<file path="config.mk">
export PLATFORM = sky130hd
export DESIGN_NAME = port_pad_config
export DESIGN_NICKNAME = d
export VERILOG_FILES = /design/src/port_pad_pkg.sv /design/src/port_pad_config.sv
export VERILOG_INCLUDE_DIRS = /design/src
export SDC_FILE = /design/constraint.sdc
export NUM_CORES = 1
export LEC_CHECK = 0
export BUFFER_PORTS_ARGS = -buffer_cell sky130_fd_sc_hd__buf_2
export CORE_MARGIN = 2
export CORE_UTILIZATION = 30
export CTS_BUF_LIST = sky130_fd_sc_hd__clkbuf_4
export DETAILED_ROUTE_END_ITERATION = 12
export PLACE_DENSITY_LB_ADDON = 0.05
export REMOVE_ABC_BUFFERS = 1
export SLEW_MARGIN = 20
export SYNTH_ARGS = -nofsm -noshare
export SYNTH_HDL_FRONTEND = slang
export SYNTH_SLANG_ARGS = --single-unit
</file>
<file path="constraint.sdc">
create_clock -name ref_clk -period 4.3 [get_ports ref_clk]
set_input_delay 0.86 -clock ref_clk [delete_from_list [all_inputs] [get_ports ref_clk]]
set_output_delay 0.86 -clock ref_clk [all_outputs]
set_load 0.03 [all_outputs]
</file>
<file path="src/port_pad_defs.svh">
`ifndef PORT_PAD_DEFS_SVH
`define PORT_PAD_DEFS_SVH

// ==========================================================
// Register offsets (byte addresses)
`define OFS_SPEED        8'h08
`define OFS_PULL         8'h0c
`define OFS_INPUT        8'h10

// ==========================================================
// Reset values
`define RST_SPEED_FIRST  32'h0c00_0000
`define RST_SPEED_OTHER  32'h0000_0000
`define RST_PULL_FIRST   32'h2400_0000
`define RST_PULL_OTHER   32'h0000_0000
`define INPUT_UPPER_ZERO 16'h0000

// ==========================================================
// Field layout
`define FIELD_W          2
`define PIN_COUNT        16
`define INPUT_LSB        0
`define INPUT_MSB        15

// ==========================================================
// Field codes
`define SPEED_MID_CODE   2'h1
`define SPEED_FAST_CODE  2'h3
`define PULL_NONE_CODE   2'h0
`define PULL_UP_CODE     2'h1
`define PULL_DOWN_CODE   2'h2

`endif

</file>
<file path="src/port_pad_pkg.sv">
package port_pad_pkg;

  // ========================================================
  // Drive class selected by a pin speed field
  typedef enum logic [1:0] {
    DRIVE_SLOW,
    DRIVE_MID,
    DRIVE_FAST
  } drive_class_e;

  // Per-pin mode from the neighbouring mode register
  typedef enum logic [1:0] {
    MODE_INPUT,
    MODE_OUTPUT,
    MODE_ALT,
    MODE_ANALOG
  } pin_mode_e;

  // Register bus request
  typedef struct packed {
    logic [7:0]  addr;    // Byte address
    logic [31:0] wdata;   // Write data
    logic [3:0]  be;      // Byte lanes of a write
    logic        wr;      // Write strobe
    logic        rd;      // Read strobe
  } bus_req_s;

  // Decoded pad controls, one bit per pin
  typedef struct packed {
    logic [15:0] drive_slow;
    logic [15:0] drive_mid;
    logic [15:0] drive_fast;
    logic [15:0] pull_up;
    logic [15:0] pull_down;
  } pad_ctrl_s;

endpackage : port_pad_pkg

</file>
<file path="src/port_pad_config.sv">
// The plain strobed port was chosen for this implementation.
`timescale 1ns/10ps
`include "port_pad_defs.svh"

// Functional notes
// - Byte, half and word writes update addressed lanes
// - Two-bit speed field per pin, software owned
// - Speed x0 slow, 01 middle, 11 fast
// - Speed reset value depends on port
// - Two-bit pull field per pin, software owned
// - Pull 00 none, 01 up, 10 down
// - Pull reset value depends on port
// - Input bits show sampled pin levels, read-only
// - Input upper half reads zero after reset
// - Mode field qualifies speed and pull
module port_pad_config
  import port_pad_pkg::*;
#(
  parameter bit          FIRST_PORT = 1'b1,        // Selects first-port reset values
  parameter int unsigned PINS       = `PIN_COUNT    // Pins in the port
) (
  input  wire logic              ref_clk,          // Bus clock
  input  wire logic              rst,              // Synchronous reset, active high
  input  wire bus_req_s          bus_req,          // Register request
  output logic      [31:0]       rd_data,          // Read data, cycle after rd
  input  wire logic [2*PINS-1:0] pin_mode_field,   // Mode fields, same clock
  input  wire logic [PINS-1:0]   pin_in,           // Raw pad levels, asynchronous
  output pad_ctrl_s              pad_ctrl          // Registered pad controls
);

  // ========================================================
  // Constants
  localparam logic [31:0] SPEED_RST = FIRST_PORT ? `RST_SPEED_FIRST : `RST_SPEED_OTHER;
  localparam logic [31:0] PULL_RST  = FIRST_PORT ? `RST_PULL_FIRST  : `RST_PULL_OTHER;

  // ========================================================
  // Storage
  logic [31:0]     pin_drive_speed;   // Speed fields, two bits per pin
  logic [31:0]     pin_pull_select;   // Pull fields, two bits per pin
  logic [PINS-1:0] sync_first;        // First synchroniser stage
  logic [PINS-1:0] pin_input_level;   // Second stage, register contents
  pad_ctrl_s       next_pad_ctrl;     // Decoded controls before the flop

  // ========================================================
  // Functions

  // Merge write data into a register, lane by lane
  function automatic logic [31:0] merge_lanes(
    input logic [31:0] old_val,
    input logic [31:0] new_val,
    input logic [3:0]  be
  );
    logic [31:0] res;
    res = old_val;
    for (int b = 0; b < 4; b++) begin
      if (be[b]) begin
        res[8*b +: 8] = new_val[8*b +: 8];
      end
    end
    return res;
  endfunction : merge_lanes

  // Decode one speed field into a drive class
  function automatic drive_class_e decode_speed(input logic [1:0] f);
    drive_class_e d;
    d = DRIVE_SLOW;
    if (f == `SPEED_FAST_CODE) begin
      d = DRIVE_FAST;
    end else if (f == `SPEED_MID_CODE) begin
      d = DRIVE_MID;
    end
    return d;
  endfunction : decode_speed

  // ========================================================
  // Address decode
  // Addresses compare whole; a near miss falls to the default read
  wire logic wr_speed = bus_req.wr && (bus_req.addr == `OFS_SPEED);
  wire logic wr_pull  = bus_req.wr && (bus_req.addr == `OFS_PULL);

  // ========================================================
  // Speed register: only software changes it
  always_ff @(posedge ref_clk) begin
    if (rst) begin
      pin_drive_speed <= SPEED_RST;
    end else if (wr_speed) begin
      // Lanes not enabled keep their value
      pin_drive_speed <= merge_lanes(pin_drive_speed, bus_req.wdata, bus_req.be);
    end
  end

  // ========================================================
  // Pull register: only software changes it
  always_ff @(posedge ref_clk) begin
    if (rst) begin
      pin_pull_select <= PULL_RST;
    end else if (wr_pull) begin
      // Code 11 is stored as written; decode treats it as no pull
      pin_pull_select <= merge_lanes(pin_pull_select, bus_req.wdata, bus_req.be);
    end
  end

  // ========================================================
  // Pin synchroniser: pads change with no regard for ref_clk
  always_ff @(posedge ref_clk) begin
    if (rst) begin
      sync_first      <= '0;
      pin_input_level <= '0;
    end else begin
      sync_first      <= pin_in;
      pin_input_level <= sync_first;
    end
  end

  // ========================================================
  // Read path: one register stage, unmapped reads return zero
  // Narrow reads of the input register are not decoded apart;
  // software is expected to read it by word.
  always_ff @(posedge ref_clk) begin
    if (rst) begin
      rd_data <= '0;
    end else if (bus_req.rd) begin
      case (bus_req.addr)
        `OFS_SPEED: begin
          rd_data <= pin_drive_speed;
        end
        `OFS_PULL: begin
          rd_data <= pin_pull_select;
        end
        `OFS_INPUT: begin
          // Upper half reserved; writes to this offset are dropped
          rd_data <= {`INPUT_UPPER_ZERO, 16'(pin_input_level)};
        end
        default: begin
          rd_data <= '0;
        end
      endcase
    end
  end

  // ========================================================
  // Pad control decode: mode gates speed and pull
  // Decode is combinational; the flop below is the only path to the pads
  always_comb begin
    next_pad_ctrl = '0;
    for (int p = 0; p < PINS; p++) begin
      // Drive class matters only while the pin drives
      if (pin_mode_field[2*p +: 2] == MODE_OUTPUT ||
          pin_mode_field[2*p +: 2] == MODE_ALT) begin
        case (decode_speed(pin_drive_speed[2*p +: 2]))
          DRIVE_FAST: begin
            next_pad_ctrl.drive_fast[p] = 1'b1;
          end
          DRIVE_MID: begin
            next_pad_ctrl.drive_mid[p] = 1'b1;
          end
          default: begin
            next_pad_ctrl.drive_slow[p] = 1'b1;
          end
        endcase
      end
      // Analog pads must not see a resistor on the signal
      if (pin_mode_field[2*p +: 2] != MODE_ANALOG) begin
        next_pad_ctrl.pull_up[p]   =
          (pin_pull_select[2*p +: 2] == `PULL_UP_CODE);
        next_pad_ctrl.pull_down[p] =
          (pin_pull_select[2*p +: 2] == `PULL_DOWN_CODE);
      end
    end
  end

  // ========================================================
  // Pad control flop: keeps glitches off the pad drivers
  always_ff @(posedge ref_clk) begin
    if (rst) begin
      pad_ctrl <= '0;
    end else begin
      pad_ctrl <= next_pad_ctrl;
    end
  end

  // ========================================================
  // Checks
  // Pin-level checks watch pin 0, 1 or 15; the decode is one loop,
  // so a slip there shows on any pin that random stimulus reaches.

  // Word write lands whole, byte write touches only its lane
  speed_lanes_a: assert property (
    @(posedge ref_clk) disable iff (rst)
    wr_speed |=> pin_drive_speed ==
      merge_lanes($past(pin_drive_speed), $past(bus_req.wdata), $past(bus_req.be)))
    else $error("speed register lanes wrong after write");

  // Pull register holds when nothing addresses it
  pull_hold_a: assert property (
    @(posedge ref_clk) disable iff (rst)
    !wr_pull |=> $stable(pin_pull_select))
    else $error("pull register changed without a write");

  // Speed register holds when nothing addresses it
  speed_hold_a: assert property (
    @(posedge ref_clk) disable iff (rst)
    !wr_speed |=> $stable(pin_drive_speed))
    else $error("speed register changed without a write");

  // Reset loads the port reset values
  reset_values_a: assert property (
    @(posedge ref_clk)
    rst |=> (pin_drive_speed == SPEED_RST) && (pin_pull_select == PULL_RST))
    else $error("reset values wrong");

  // Pin 15 fast code in output mode drives fast one edge later
  fast_decode_a: assert property (
    @(posedge ref_clk) disable iff (rst)
    (pin_drive_speed[31:30] == `SPEED_FAST_CODE &&
     pin_mode_field[31:30] == MODE_OUTPUT)
    |=> pad_ctrl.drive_fast[15] && !pad_ctrl.drive_slow[15])
    else $error("fast speed not decoded");

  // Pin 0 pull-up code gives pull-up unless analog
  pull_decode_a: assert property (
    @(posedge ref_clk) disable iff (rst)
    (pin_pull_select[1:0] == `PULL_UP_CODE &&
     pin_mode_field[1:0] != MODE_ANALOG)
    |=> pad_ctrl.pull_up[0] && !pad_ctrl.pull_down[0])
    else $error("pull-up not decoded");

  // Analog pins get neither pulls nor drive
  mode_gate_a: assert property (
    @(posedge ref_clk) disable iff (rst)
    (pin_mode_field[1:0] == MODE_ANALOG) |=>
      !pad_ctrl.pull_up[0] && !pad_ctrl.pull_down[0] && !pad_ctrl.drive_slow[0] &&
      !pad_ctrl.drive_mid[0] && !pad_ctrl.drive_fast[0])
    else $error("analog pin not isolated");

  // Pin level reaches the register after exactly two edges
  pin_sync_a: assert property (
    @(posedge ref_clk) disable iff (rst)
    !rst ##1 !rst ##1 1'b1 |-> pin_input_level == $past(pin_in, 2))
    else $error("synchroniser latency wrong");

  // Input read shows zero upper half and the sampled levels
  input_read_a: assert property (
    @(posedge ref_clk) disable iff (rst)
    (bus_req.rd && bus_req.addr == `OFS_INPUT) |=>
      rd_data == {`INPUT_UPPER_ZERO, $past(16'(pin_input_level))})
    else $error("input register read wrong");

  // Input upper half stays zero even after a write there
  input_upper_a: assert property (
    @(posedge ref_clk) disable iff (rst)
    (bus_req.rd && bus_req.addr == `OFS_INPUT) |=> rd_data[31:16] == 16'h0000)
    else $error("reserved input bits not zero");

  // Pull register write lands lane by lane like the speed register
  pull_lanes_a: assert property (
    @(posedge ref_clk) disable iff (rst)
    wr_pull |=> pin_pull_select ==
      merge_lanes($past(pin_pull_select), $past(bus_req.wdata), $past(bus_req.be)))
    else $error("pull register lanes wrong after write");

  // Speed read returns the register as it stood at the strobe
  speed_read_a: assert property (
    @(posedge ref_clk) disable iff (rst)
    (bus_req.rd && bus_req.addr == `OFS_SPEED) |=> rd_data == $past(pin_drive_speed))
    else $error("speed register read wrong");

  // Pull read returns the register as it stood at the strobe
  pull_read_a: assert property (
    @(posedge ref_clk) disable iff (rst)
    (bus_req.rd && bus_req.addr == `OFS_PULL) |=> rd_data == $past(pin_pull_select))
    else $error("pull register read wrong");

  // Reads outside the three offsets return zero
  unmapped_read_a: assert property (
    @(posedge ref_clk) disable iff (rst)
    (bus_req.rd && bus_req.addr != `OFS_SPEED && bus_req.addr != `OFS_PULL &&
     bus_req.addr != `OFS_INPUT) |=> rd_data == 32'h0000_0000)
    else $error("unmapped read not zero");

  // Read data stands until the next read answer
  rd_hold_a: assert property (
    @(posedge ref_clk) disable iff (rst)
    !bus_req.rd |=> $stable(rd_data))
    else $error("read data changed without a read");

  // Pin 0 middle code in a driving mode selects the middle drive only
  mid_decode_a: assert property (
    @(posedge ref_clk) disable iff (rst)
    (pin_drive_speed[1:0] == `SPEED_MID_CODE &&
     (pin_mode_field[1:0] == MODE_OUTPUT || pin_mode_field[1:0] == MODE_ALT))
    |=> pad_ctrl.drive_mid[0] && !pad_ctrl.drive_slow[0] && !pad_ctrl.drive_fast[0])
    else $error("middle speed not decoded");

  // Pin 0 code with bit 0 clear selects the slow drive, 10 included
  slow_decode_a: assert property (
    @(posedge ref_clk) disable iff (rst)
    (!pin_drive_speed[0] &&
     (pin_mode_field[1:0] == MODE_OUTPUT || pin_mode_field[1:0] == MODE_ALT))
    |=> pad_ctrl.drive_slow[0] && !pad_ctrl.drive_mid[0] && !pad_ctrl.drive_fast[0])
    else $error("slow speed not decoded");

  // Input pins never get any drive
  input_nodrive_a: assert property (
    @(posedge ref_clk) disable iff (rst)
    (pin_mode_field[1:0] == MODE_INPUT) |=>
      !pad_ctrl.drive_slow[0] && !pad_ctrl.drive_mid[0] && !pad_ctrl.drive_fast[0])
    else $error("input pin driven");

  // Pin 1 pull-down code gives pull-down unless analog
  pull_down_decode_a: assert property (
    @(posedge ref_clk) disable iff (rst)
    (pin_pull_select[3:2] == `PULL_DOWN_CODE &&
     pin_mode_field[3:2] != MODE_ANALOG)
    |=> pad_ctrl.pull_down[1] && !pad_ctrl.pull_up[1])
    else $error("pull-down not decoded");

  // Floating code leaves pin 0 with no resistor
  pull_none_a: assert property (
    @(posedge ref_clk) disable iff (rst)
    (pin_pull_select[1:0] == `PULL_NONE_CODE) |=>
      !pad_ctrl.pull_up[0] && !pad_ctrl.pull_down[0])
    else $error("floating pin has a pull");

  // At most one drive class per pin, never both pulls at once
  pad_excl_a: assert property (
    @(posedge ref_clk) disable iff (rst)
    ((pad_ctrl.drive_slow & pad_ctrl.drive_mid) == 16'h0000) &&
    ((pad_ctrl.drive_slow & pad_ctrl.drive_fast) == 16'h0000) &&
    ((pad_ctrl.drive_mid & pad_ctrl.drive_fast) == 16'h0000) &&
    ((pad_ctrl.pull_up & pad_ctrl.pull_down) == 16'h0000))
    else $error("pad controls in conflict");

  // First synchroniser stage follows the pad one edge later
  sync_stage_a: assert property (
    @(posedge ref_clk) disable iff (rst)
    !rst |=> sync_first == $past(pin_in))
    else $error("first synchroniser stage wrong");

  // Reset clears read data and every pad control
  reset_outputs_a: assert property (
    @(posedge ref_clk)
    rst |=> (rd_data == 32'h0000_0000) && (pad_ctrl == '0))
    else $error("outputs not cleared by reset");

endmodule : port_pad_config

</file>
==> metrics.md <==
| Metric | Value |
|---|---|
| Slowest CP cell | or4b_1 |
| Unrepaired setup endpoints after global routing | false |
| Crit path launch type | input port |
| Routed WL | 21100 µm |
| Dominant synthesized flop cell | dfxtp_1 |
| TritonCTS Buffers | 59 |
| Via count | 5957 |
| Core Area | 0.0259 mm² |
| Post-synthesis sequential area ratio | 53.0% |
| CTS max path bufs | 3 |
| Status | finished clean |
| Count leader, synth | dfxtp_1 |
| Die height | 166 µm |
| Placed cell area | 0.00919 mm² |
| Peak supply drop | 0.189 mV |
| Avg Synthesized Cell Area | 11.6 µm² |
| Final period utilization | 49.0% |
| Post-route ant nets | 0 |
| Post-CTS Resized | 0 |
| Layout cell share with drive strength beyond 1 | 35.3% |
| Final Non-Filler Cells | 1285 |
| Final hold viol count | 0 |
| CTS tree | built |
| Max Cap Violations | 0 |
| Worst slew pin tran | 642 ps |
| EDFF count, synth | 0 |
| Endpoints failing setup | 0 |
| GR Overflow Total | 0 |
| Cells after DPL | 1182 |
| Root Buffer | clkbuf_4 |
| Top cells by count, synth | dfxtp_1 (208), nand2b_1 (108), mux2i_1 (80) |
| 1st-pass router iterations | 4 |
| Crit-path max cell delay | 740 ps |
| Path category of the worst min-delay check | in2reg |
| Post-synth ARST share | 0% |
| Design area | 0.00993 mm² |
| Clk_lat worst skew | 670 ps |
| Met3 global-route usage | 4.36% |
| Synth area leader | dfxtp_1 |
| H-tree Lvls | 2 |
| Total Nets Final | 1020 |
| #FFs+latches synth | 208 |
| Drc violations | 0 |
| Number of global-route vias before repair | 6122 |
| Initial antenna violation count | 3 |
| Die width | 166 µm |
| First-pass GRT wire length | 32800 µm |
| Initial Util | 30.3% |
| Met2 Use GR | 24.2% |
| Pwr dens | 402 mW/mm² |
| Drt wl/cell | 16.4 µm |
| Pin count of the biggest net entering global routing | 148 |
| Reg-to-reg slack, setup | 3270 ps |
| Arr. time, crit path | 2680 ps |
| Critical path required time | 4880 ps |
| Clk sinks | 208 |
| Crit-path cells | buf_2 > or4b_1 > nor3_4 > mux2i_1 |
| Area Growth Syn to Fin | 26.3% |
| Synthesized instance count | 677 |
| Die ar. | 0.0275 mm² |
| Most used routing layer in global routing | met2 |
| Final Max Slew Viols | 0 |
| Worst hold slack | 410 ps |
| Post-layout min period | 2110 ps |
| Max Clk Rate | 0.474 GHz |
| Initial DRC Count | 251 |
| Yosys warns | 0 |
| Routability Congestion | 0.708 |
| Clk_skew | 24.8 ps |
| CTS Hold Bufs | 0 |
| Total power | 3.99 mW |
| Vias per cell | 4.64 |
| Post-synth top area share | 53.0% |
| Relative max-transition margin | 57.2% |
| Row count | 59 |
| Leakage | 4.43 nW |
| Clock transition at path regs | 60 ps |
| WS Path Type | in2reg |
| Synth top area cells | dfxtp_1 (53%), mux2i_1 (10%), nand2b_1 (8.6%), nor4b_1 (3.6%), o32ai_1 (3.6%) |
| DP HPWL | 13900 µm |
| Boundary Pins | 208 |
| Grt met1 use | 18.4% |
| Mapped Area | 0.00786 mm² |
| Number of different library cells in the post-synthesis netlist | 27 |
| Critical Path Fanout Max | 11 |
| GRT Total Usage | 14.9% |
| Crit. End Element | flop |
| # port buffers | 207 |
| TNS Setup | 0 ps |
| Postcts setup bufs | 0 |
[routing by layer]
metal | up-vias | routed length, µm
li1 | 2935 | -
met1 | 2795 | 9460
met2 | 184 | 9710
met3 | 43 | 1370
met4 | 0 | 542
met5 | - | 0
[cells in the final DEF, fill, tap and decap left out, types with 3 or more instances in the layout]
cell type  netlist  routed
a22oi_1         16      16
nand2b_1       108     108
nand3b_1         4       4
mux2i_1         80      80
buf_2            4     206
nor4b_1         32      32
mux2_2          16      16
nor2_1           8       8
diode_2          0       3
dfxtp_1        208     208
and4b_1         16      16
nor3b_1         17      16
inv_1           16      16
nor4bb_1        17      17
nor3_4           4       4
nand4_2          4       4
clkinv_1         0      10
ha_1            16      16
nor2b_1         33      32
buf_4            1       7
clkbuf_4         0      88
o32ai_1         32      32
[worst max-delay path: cells and delay by family]
kind / cells / cell delay, ps
and+or+nand+nor: 2 / 1330
muxes: 1 / 240
buffers and inverters: 1 / 230
[report_power, final]
group	switching, mW	internal, mW
combinational	0.143	0.107
sequential	0.00674	1.96
clock	0.798	0.979
total	0.948	3.04
[registers in the layout (all words and copies together) (netlist names)]
name and cells:
pad_ctrl 80, pin_drive_speed 32, pin_pull_select 32, rd_data 32, pin_input_level 16, sync_first 16
[final timing paths]
kind | start | cells after the start | endpoint
setup / recovery | bus_req[40] | 4 | pin_drive_speed[17]$_SDFFE_PP0P_
hold reg to reg | sync_first[4]$_SDFF_PP0_ | 1 | pin_input_level[4]$_SDFF_PP0_
setup reg to reg | pin_drive_speed[14]$_SDFFE_PP0P_ | 3 | rd_data[14]$_SDFFE_PP0P_
hold / removal | pin_in[13] | 2 | sync_first[13]$_SDFF_PP0_
[per-stage QoR]
stage                     util (%)  worst slack [ps]
final                         38.3              2190
after global routing          38.3              2110
after CTS                     38.3              2120
after detailed placement      35.5              1480
after global placement        35.5              1510
after floorplan                  -              1720
[cells by family (layout without fill, tap and decap cells)]
| kind of cell | count (synthesis) | count (layout) | synth area share, % |
|---|---|---|---|
| muxes | 96 | 96 | 12.5 |
| adders and majority gates | 16 | 16 | 2.55 |
| DFF | 208 | 208 | 53.0 |
| buffers and inverters | 61 | 331 | 3.45 |
| other | 0 | 3 | 0 |
| and+or+nand+nor | 248 | 248 | 23.4 |
| AOI/OAI and AO/OA | 48 | 48 | 5.09 |
[final cells by class]
type	count	area, µm²
fill	2605	16000
sequential	208	4160
multi-input combinational	408	3430
timing repair buffer	215	1110
clock buffer	88	661
tap	335	419
clock inverter	12	71.3
inverter	16	60.1
antenna	3	7.51
Note: power is estimated with default switching activity, not from simulation.
